[src/hdl/lmr_pkg.sv]
// Purpose: shared constants for the mode register link and its two ends
// Assumes: 8-bit mode registers, 8-bit register address on the command link
// Notes: controller registers are 32-bit words on APB
package lmr_pkg;
  // mode register addresses
  localparam logic [7:0] MA_DEVICE_INFO_STATUS = 8'h00;
  localparam logic [7:0] MA_BURST_WRITE_CONFIG = 8'h01;
  // device info fields
  localparam int INFO_AUTO_INIT_PENDING = 0;
  localparam int INFO_DEVICE_KIND_BIT = 1;
  localparam int INFO_SELFTEST_LSB = 3;
  localparam logic [7:0] INFO_RESERVED_MASK = 8'hE4;
  // burst config fields and defaults
  localparam int BWC_LENGTH_LSB = 0;
  localparam int BWC_ORDER_BIT = 3;
  localparam int BWC_WRAP_BIT = 4;
  localparam int BWC_RECOVERY_LSB = 5;
  localparam logic [7:0] BWC_RESET = 8'h22;
  localparam logic [2:0] BL_FOUR = 3'b010;
  localparam logic [2:0] BL_EIGHT = 3'b011;
  localparam logic [2:0] BL_SIXTEEN = 3'b100;
  localparam logic [2:0] WR_CODE_MIN = 3'b001;
  localparam logic [2:0] WR_CODE_MAX = 3'b110;
  localparam logic [3:0] WR_CODE_OFFSET = 4'h2;
  // impedance self-test result codes
  localparam logic [1:0] ZQ_UNSUPPORTED = 2'b00;
  localparam logic [1:0] ZQ_TO_SUPPLY = 2'b01;
  localparam logic [1:0] ZQ_TO_GROUND = 2'b10;
  localparam logic [1:0] ZQ_RESISTOR_OK = 2'b11;
  // controller register offsets and fields
  localparam logic [11:0] REG_CMD = 12'h000;
  localparam logic [11:0] REG_STATUS = 12'h004;
  localparam logic [11:0] REG_BURST = 12'h008;
  localparam int CMD_DATA_LSB = 8;
  localparam int CMD_WRITE_BIT = 16;
  localparam int CMD_ZQ_BIT = 17;
  localparam int STS_BUSY_BIT = 0;
  localparam int STS_REFUSED_BIT = 1;
  localparam int STS_INIT_DONE_BIT = 2;
  localparam int STS_STROBE_BIT = 3;
  localparam int STS_RDATA_LSB = 8;
  localparam int BURST_COL_LSB = 1;
  localparam logic [31:0] STATUS_RESET = 32'h0000_0000;
  // burst column for beat n of a burst starting at col
  function automatic logic [3:0] burstColumn(input logic [3:0] col, input logic [3:0] beat,
                                             input logic [2:0] blSel, input logic order,
                                             input logic noWrap);
    logic [3:0] lenMask;
    logic [3:0] sum;
    lenMask = (blSel == BL_SIXTEEN) ? 4'hF : (blSel == BL_EIGHT) ? 4'h7 : 4'h3;
    sum = col + beat;
    if (noWrap) begin
      burstColumn = sum;
    end else if (order) begin
      burstColumn = (col & ~lenMask) | ((col ^ beat) & lenMask);
    end else begin
      burstColumn = (col & ~lenMask) | (sum & lenMask);
    end
  endfunction
endpackage

[src/hdl/lmr_link_if.sv]
// Purpose: command/data link between mode register controller and device
// Assumes: one clock, commands one cycle wide
// Notes: read answer and strobe toggle come one cycle after the read
`timescale 1ns/1ps
interface lmr_link_if (
  input wire logic clk_sys
);
  logic cmdValid;
  logic cmdWrite;
  logic cmdZqInit;
  logic [7:0] cmdAddr;
  logic [7:0] cmdData;
  logic colStart;
  logic [3:1] colAddr;
  logic rdValid;
  logic [7:0] rdData;
  logic dqsToggle;
  logic burstValid;
  logic [3:0] burstCol;
  modport device (
    input cmdValid, cmdWrite, cmdZqInit, cmdAddr, cmdData, colStart, colAddr,
    output rdValid, rdData, dqsToggle, burstValid, burstCol
  );
  modport controller (
    output cmdValid, cmdWrite, cmdZqInit, cmdAddr, cmdData, colStart, colAddr,
    input rdValid, rdData, dqsToggle, burstValid, burstCol
  );
endinterface

[src/hdl/lmr_controller.sv]
// Purpose: controller end: APB registers issue mode register commands
// Assumes: one command in flight; reads wait for the device answer
// Notes: illegal commands are refused here and never reach the link
`timescale 1ns/1ps
module lmr_controller (
  // clock and reset
  input wire logic clk_sys,
  input wire logic srst,
  // apb slave
  input wire logic psel,
  input wire logic penable,
  input wire logic pwrite,
  input wire logic [11:0] paddr,
  input wire logic [31:0] pwdata,
  output logic [31:0] prdata,
  output logic pready,
  output logic pslverr,
  // link to device
  lmr_link_if.controller link
);
  typedef enum logic [1:0] {
    LMR_IDLE = 2'b00,
    LMR_WAIT_READ = 2'b01
  } lmr_state_e;

  lmr_state_e state_q, state_d;
  logic pready_q, pready_d;
  logic pslverr_q, pslverr_d;
  logic [31:0] prdata_q, prdata_d;
  logic cmdValid_q, cmdValid_d;
  logic cmdWrite_q, cmdWrite_d;
  logic zqInit_q, zqInit_d;
  logic [7:0] cmdAddr_q, cmdAddr_d;
  logic [7:0] cmdData_q, cmdData_d;
  logic colStart_q, colStart_d;
  logic [3:1] colAddr_q, colAddr_d;
  logic refused_q, refused_d;
  logic initDone_q, initDone_d;
  logic [7:0] rdByte_q, rdByte_d;
  logic access;
  logic [7:0] newAddr;
  logic [7:0] newData;

  // reserved and do-not-use addresses are never written
  function automatic logic isReservedAddr(input logic [7:0] a);
    isReservedAddr = (a >= 8'h0B && a <= 8'h0F) || (a >= 8'h12 && a <= 8'h1F) ||
                     (a >= 8'h21 && a <= 8'h27) || (a >= 8'h29 && a <= 8'h3E) ||
                     (a >= 8'h40); // [RULE4]
  endfunction

  // burst config values the device cannot serve
  function automatic logic badBurstCfg(input logic [7:0] d);
    logic [2:0] bl;
    logic [2:0] wr;
    bl = d[lmr_pkg::BWC_LENGTH_LSB +: 3];
    wr = d[lmr_pkg::BWC_RECOVERY_LSB +: 3];
    badBurstCfg = !(bl == lmr_pkg::BL_FOUR || bl == lmr_pkg::BL_EIGHT ||
                    bl == lmr_pkg::BL_SIXTEEN) || // [RULE11]
                  (wr < lmr_pkg::WR_CODE_MIN) || (wr > lmr_pkg::WR_CODE_MAX) || // [RULE14]
                  (d[lmr_pkg::BWC_WRAP_BIT] && bl != lmr_pkg::BL_FOUR) || // [RULE13]
                  (d[lmr_pkg::BWC_ORDER_BIT] && bl == lmr_pkg::BL_SIXTEEN); // [RULE16]
  endfunction

  assign access = psel && penable && pready_q;
  assign newAddr = pwdata[7:0];
  assign newData = (newAddr == lmr_pkg::MA_DEVICE_INFO_STATUS) ?
                   (pwdata[lmr_pkg::CMD_DATA_LSB +: 8] & ~lmr_pkg::INFO_RESERVED_MASK) :
                   pwdata[lmr_pkg::CMD_DATA_LSB +: 8]; // [RULE1]

  // apb decode, command issue and read tracking
  always_comb begin
    state_d = state_q;
    pready_d = psel && !penable; // one wait-free access cycle after setup
    pslverr_d = 1'b0;
    prdata_d = 32'h0000_0000;
    cmdValid_d = 1'b0;
    cmdWrite_d = 1'b0;
    zqInit_d = 1'b0;
    cmdAddr_d = cmdAddr_q;
    cmdData_d = cmdData_q;
    colStart_d = 1'b0;
    colAddr_d = colAddr_q;
    refused_d = refused_q;
    initDone_d = initDone_q;
    rdByte_d = rdByte_q;
    if (psel && !penable && !pwrite) begin
      if (paddr == lmr_pkg::REG_STATUS) begin
        prdata_d[lmr_pkg::STS_BUSY_BIT] = (state_q != LMR_IDLE);
        prdata_d[lmr_pkg::STS_REFUSED_BIT] = refused_q;
        prdata_d[lmr_pkg::STS_INIT_DONE_BIT] = initDone_q; // [RULE22]
        prdata_d[lmr_pkg::STS_STROBE_BIT] = link.dqsToggle;
        prdata_d[lmr_pkg::STS_RDATA_LSB +: 8] = rdByte_q;
      end else if (paddr != lmr_pkg::REG_CMD && paddr != lmr_pkg::REG_BURST) begin
        pslverr_d = 1'b1;
      end
    end else if (psel && !penable) begin
      pslverr_d = !(paddr == lmr_pkg::REG_CMD || paddr == lmr_pkg::REG_BURST);
    end
    if (access && pwrite && paddr == lmr_pkg::REG_CMD) begin
      if (state_q != LMR_IDLE) begin
        refused_d = 1'b1;
      end else if (pwdata[lmr_pkg::CMD_ZQ_BIT]) begin
        zqInit_d = 1'b1;
        refused_d = 1'b0;
      end else if (pwdata[lmr_pkg::CMD_WRITE_BIT] && (isReservedAddr(newAddr) ||
               (newAddr == lmr_pkg::MA_BURST_WRITE_CONFIG && badBurstCfg(newData)))) begin
        refused_d = 1'b1; // [RULE4] [RULE11]
      end else begin
        cmdValid_d = 1'b1; // [RULE20]
        cmdWrite_d = pwdata[lmr_pkg::CMD_WRITE_BIT];
        cmdAddr_d = newAddr;
        cmdData_d = newData;
        refused_d = 1'b0;
        if (!pwdata[lmr_pkg::CMD_WRITE_BIT]) begin
          state_d = LMR_WAIT_READ;
        end
      end
    end else if (access && pwrite && paddr == lmr_pkg::REG_BURST) begin
      colStart_d = 1'b1;
      colAddr_d = pwdata[lmr_pkg::BURST_COL_LSB +: 3]; // [RULE18]
    end
    case (state_q)
      LMR_WAIT_READ: begin
        if (link.rdValid) begin
          rdByte_d = link.rdData;
          state_d = LMR_IDLE;
          if (cmdAddr_q == lmr_pkg::MA_DEVICE_INFO_STATUS) begin
            initDone_d = !link.rdData[lmr_pkg::INFO_AUTO_INIT_PENDING]; // [RULE22]
          end
        end
      end
      default: begin
      end
    endcase
  end

  always_ff @(posedge clk_sys) begin
    if (srst) begin
      state_q <= LMR_IDLE;
      pready_q <= 1'b0;
      pslverr_q <= 1'b0;
      prdata_q <= lmr_pkg::STATUS_RESET;
      cmdValid_q <= 1'b0;
      cmdWrite_q <= 1'b0;
      zqInit_q <= 1'b0;
      cmdAddr_q <= 8'h00;
      cmdData_q <= 8'h00;
      colStart_q <= 1'b0;
      colAddr_q <= 3'b000;
      refused_q <= 1'b0;
      initDone_q <= 1'b0;
      rdByte_q <= 8'h00;
    end else begin
      state_q <= state_d;
      pready_q <= pready_d;
      pslverr_q <= pslverr_d;
      prdata_q <= prdata_d;
      cmdValid_q <= cmdValid_d;
      cmdWrite_q <= cmdWrite_d;
      zqInit_q <= zqInit_d;
      cmdAddr_q <= cmdAddr_d;
      cmdData_q <= cmdData_d;
      colStart_q <= colStart_d;
      colAddr_q <= colAddr_d;
      refused_q <= refused_d;
      initDone_q <= initDone_d;
      rdByte_q <= rdByte_d;
    end
  end

  // outputs straight from flops
  assign prdata = prdata_q;
  assign pready = pready_q;
  assign pslverr = pslverr_q;
  assign link.cmdValid = cmdValid_q;
  assign link.cmdWrite = cmdWrite_q;
  assign link.cmdZqInit = zqInit_q;
  assign link.cmdAddr = cmdAddr_q;
  assign link.cmdData = cmdData_q;
  assign link.colStart = colStart_q;
  assign link.colAddr = colAddr_q;
endmodule

[src/flat_wrapper.sv]
// flat-port wrapper written by rule: the top's interface ports become plain ports
module lmr_controller_flat 
  (clk_sys, srst, psel, penable, pwrite, paddr, pwdata, prdata, pready, pslverr, link_cmdValid, link_cmdWrite, link_cmdZqInit, link_cmdAddr, link_cmdData, link_colStart, link_colAddr, link_rdValid, link_rdData, link_dqsToggle, link_burstValid, link_burstCol);
  lmr_link_if link_i (.clk_sys(clk_sys));
  input wire logic clk_sys;
  input wire logic srst;
  input wire logic psel;
  input wire logic penable;
  input wire logic pwrite;
  input wire logic [11:0] paddr;
  input wire logic [31:0] pwdata;
  output logic [31:0] prdata;
  output logic pready;
  output logic pslverr;
  output wire logic [$bits(link_i.cmdValid)-1:0] link_cmdValid;
  output wire logic [$bits(link_i.cmdWrite)-1:0] link_cmdWrite;
  output wire logic [$bits(link_i.cmdZqInit)-1:0] link_cmdZqInit;
  output wire logic [$bits(link_i.cmdAddr)-1:0] link_cmdAddr;
  output wire logic [$bits(link_i.cmdData)-1:0] link_cmdData;
  output wire logic [$bits(link_i.colStart)-1:0] link_colStart;
  output wire logic [$bits(link_i.colAddr)-1:0] link_colAddr;
  input wire logic [$bits(link_i.rdValid)-1:0] link_rdValid;
  input wire logic [$bits(link_i.rdData)-1:0] link_rdData;
  input wire logic [$bits(link_i.dqsToggle)-1:0] link_dqsToggle;
  input wire logic [$bits(link_i.burstValid)-1:0] link_burstValid;
  input wire logic [$bits(link_i.burstCol)-1:0] link_burstCol;
  assign link_cmdValid = link_i.cmdValid;
  assign link_cmdWrite = link_i.cmdWrite;
  assign link_cmdZqInit = link_i.cmdZqInit;
  assign link_cmdAddr = link_i.cmdAddr;
  assign link_cmdData = link_i.cmdData;
  assign link_colStart = link_i.colStart;
  assign link_colAddr = link_i.colAddr;
  assign link_i.rdValid = link_rdValid;
  assign link_i.rdData = link_rdData;
  assign link_i.dqsToggle = link_dqsToggle;
  assign link_i.burstValid = link_burstValid;
  assign link_i.burstCol = link_burstCol;
  lmr_controller u_core (.clk_sys(clk_sys), .srst(srst), .psel(psel), .penable(penable), .pwrite(pwrite), .paddr(paddr), .pwdata(pwdata), .prdata(prdata), .pready(pready), .pslverr(pslverr), .link(link_i));
endmodule
[config.mk]
export PLATFORM = sky130hd
export DESIGN_NAME = lmr_controller_flat
export DESIGN_NICKNAME = d
export VERILOG_FILES = /design/src/hdl/lmr_pkg.sv /design/src/hdl/lmr_link_if.sv /design/src/hdl/lmr_controller.sv /design/src/flat_wrapper.sv
export SDC_FILE = /design/constraint.sdc
export NUM_CORES = 1
export LEC_CHECK = 0
export BUFFER_PORTS_ARGS = -buffer_cell sky130_fd_sc_hd__buf_2
export CAP_MARGIN = 20
export CELL_PAD_IN_SITES_DETAIL_PLACEMENT = 0
export CELL_PAD_IN_SITES_GLOBAL_PLACEMENT = 1
export CORE_MARGIN = 8
export CORE_UTILIZATION = 30
export DETAILED_ROUTE_END_ITERATION = 8
export GPL_ROUTABILITY_DRIVEN = 0
export PLACE_DENSITY_LB_ADDON = 0.1
export SYNTH_ARGS = -nofsm -noshare
export SYNTH_HDL_FRONTEND = slang
export SYNTH_SLANG_ARGS = --single-unit
[constraint.sdc]
create_clock -name clk_sys -period 2.4 [get_ports clk_sys]
set_input_delay 0.36 -clock clk_sys [delete_from_list [all_inputs] [get_ports clk_sys]]
set_output_delay 0.36 -clock clk_sys [all_outputs]
set_load 0.05 [all_outputs]
==> run_results.csv <==
group,metric,value,unit
logic_synthesis,synth_top_area_share,44.5,%
logic_synthesis,yosysWarningCount,0,
timing,setup_violations,0,
floorplan,die_area,10300,µm²
global_route,grt_use_met3,4.05,%
timing,tightest_slew,548,ps
logic_synthesis,synth_area,2200,µm²
final_layout,layout_common_cells,"buf_2, dfxtp_1, nand2_1",
logic_synthesis,synth_top_cell_by_area,"dfxtp_1",
logic_synthesis,yosysSeqAreaShare,44.5,%
min_path,hp-class,"input port to flip-flop",
global_route,first_global_vias,1959,
floorplan,row_count,31,
final_layout,final_nets,388,
global_route,top_usage_layer,"met2",
floorplan,io_pins,121,
setup_path,path_class,"flip-flop to flip-flop",
final_layout,utilization,38.2,%
final_layout,drive_above_1_share,33.2,%
final_layout,fin_cells,424,
floorplan,placeableCoreArea,7180,µm²
setup_path,worst-path-max-fanout,12,
run,drv_cap,0,
cts,clockRootBuffer,"clkbuf_8",
timing,rsz0062_at_grt,"no",
setup_path,worstPathArrival,2190,ps
cts,clk_latency,310,ps
route,wl_per_cell,14.4,µm
floorplan,die_w,102,µm
final_layout,regArea,981,µm²
logic_synthesis,synth-edff-count,0,
floorplan,die_h,102,µm
logic_synthesis,avgSynthCellArea,9.15,µm²
timing,relSlewSlack,63.3,%
global_route,grt_use_met2,20.1,%
global_route,antenna_found_initial,0,
setup_path,critPathCaptureType,"flip-flop",
timing,clock_skew,4.79,ps
power,peakVddDrop,0.192,mV
power,p_per_area,550,nW/µm²
cts,h-tree-depth,2,
status,status,"complete, no violations",
setup_path,worstSetupStartpointType,"flip-flop",
route,vias,1948,
logic_synthesis,ys_seq_elements,49,
final_layout,n_antenna_cell,0,
cts,clk_pin_slew,90,ps
cts,post-cts-setup-buffers,0,
final_layout,layout_commonest_cell,"buf_2",
logic_synthesis,synthFlopType,"dfxtp_1",
logic_synthesis,yosys-top-cells-area,"dfxtp_1, buf_4, a21oi_1, o31ai_1, nand4_1",
timing,finalCritPeriodShare,83.5,%
route,wirelength,6.11,mm
power,leakage,1.20,nW
floorplan,start_util,30.7,%
route,drt_iter0_drc,93,
placement,dp_hpwl,4.63,mm
timing,period_needed,2000,ps
setup_path,worst_ep_required_time,2580,ps
timing,hold_violations,0,
logic_synthesis,synth.distinct_cells,40,
route,drtPass1Iterations,4,
logic_synthesis,postSynthCellCount,241,
route,drc,0,
route,ant_nets,0,
global_route,grt_pass1_wl,9.59,mm
cts,cts.sinks,49,
final_layout,n_fill_cell,789,
global_route,met1_usage,13.8,%
cts,postCtsResizedCells,0,
global_route,grt_max_degree,36,
global_route,grtUsageTotal,11.9,%
placement,numPortBuffers,81,
global_route,overflow,0,
cts,cts_buffers,5,
logic_synthesis,synth_async_sr_flop_share,0,%
final_layout,multi_input_area,1060,µm²
placement,dp_cells,416,
timing,tns,0,ps
final_layout,area_growth,24.3,%
timing,whs,243,ps
cts,cts.path.max_buffers,2,
timing,drv_slew,0,
cts,ctsHoldBuffers,0,
route,vias_per_cell,4.59,
timing,max_freq,0.499,GHz
cts,cts_tree,"built",
-- synth_stat cells, types with 2 or more instances --
library cell  number
dfxtp_1           49
nand2_1           23
a21oi_1           22
buf_4             21
nand4_1           15
and2_1            13
o31ai_1           13
mux2i_1            8
clkbuf_1           7
nor2_1             7
nor4_1             7
nor3_1             6
inv_1              4
nand2b_1           4
or2_2              4
buf_2              3
nand3_1            3
nor3b_1            3
o21a_1             3
or3_1              3
a211oi_1           2
buf_6              2
nor2b_1            2
-- final cells by class --
cell class / count / share of cell area [%]
clock buffers: 5 / 2.51
flip-flops and latches: 49 / 35.8
well taps: 99 / 4.52
clock inverters: 3 / 0.776
repair buffers: 90 / 17.3
inverters: 4 / 0.548
multi-input cells: 174 / 38.6
-- metrics by stage --
step | area (µm²) | power, mW | setup WS [ps]
finish | 2740 | 1.51 | 396
global route | 2740 | 1.58 | 309
CTS | 2740 | 1.53 | 419
detailed placement | 2650 | 1.02 | 209
global placement | 2650 | 1.02 | 228
floorplan | 2280 | 0.983 | 357
-- final timing paths --
path                                         start                endpoint  slack [ps]  depth (start not counted)
worst max-delay path             u_core.state_q[1]  u_core.link.cmdAddr[7]         400                          5
worst min register to register  u_core.rdByte_q[6]      u_core.rdByte_q[6]         460                          2
worst min-delay path                       penable           u_core.pready         240                          2
worst max register to register   u_core.state_q[1]  u_core.link.cmdAddr[7]         400                          5
-- metal layers --
layer / wire length [µm] / share of wire (%)
met4: 40 / 0.65
met2: 2940 / 48
met5: 0 / 0
met1: 2650 / 43
met3: 473 / 7.7
-- sequential cells by signal, summed over array words and instances, names as in the netlist, 2 cells and up --
register             cells
u_core.link.cmdAddr      8
u_core.link.cmdData      8
u_core.link.colAddr      3
u_core.prdata           12
u_core.rdByte_q          8
u_core.state_q           2
-- kinds of logic after synthesis --
| logic type | count (synthesis) | share of synthesized area [%] |
|---|---|---|
| other | 1 | 0.170 |
| DFF | 49 | 44.5 |
| buffers and inverters | 37 | 10.7 |
| adders and majority gates | 1 | 0.511 |
| and+or+nand+nor | 96 | 24.2 |
| muxes | 8 | 3.63 |
| AOI/OAI and AO/OA | 49 | 16.3 |
-- worst max-delay path, cell delays in order (launching register included) --
cell     delay [ps]
dfxtp_1         350
or2_1           240
or3_1           340
or3_1           550
o31ai_1         290
a21oi_1         110
-- where the power goes --
group / internal (mW) / leakage (nW) / switching, mW
sequential: 0.814 / 0.395 / 0.000405
combinational: 0.0478 / 0.765 / 0.137
clock: 0.208 / 0.0445 / 0.300
(Power assumes the default switching activity.)
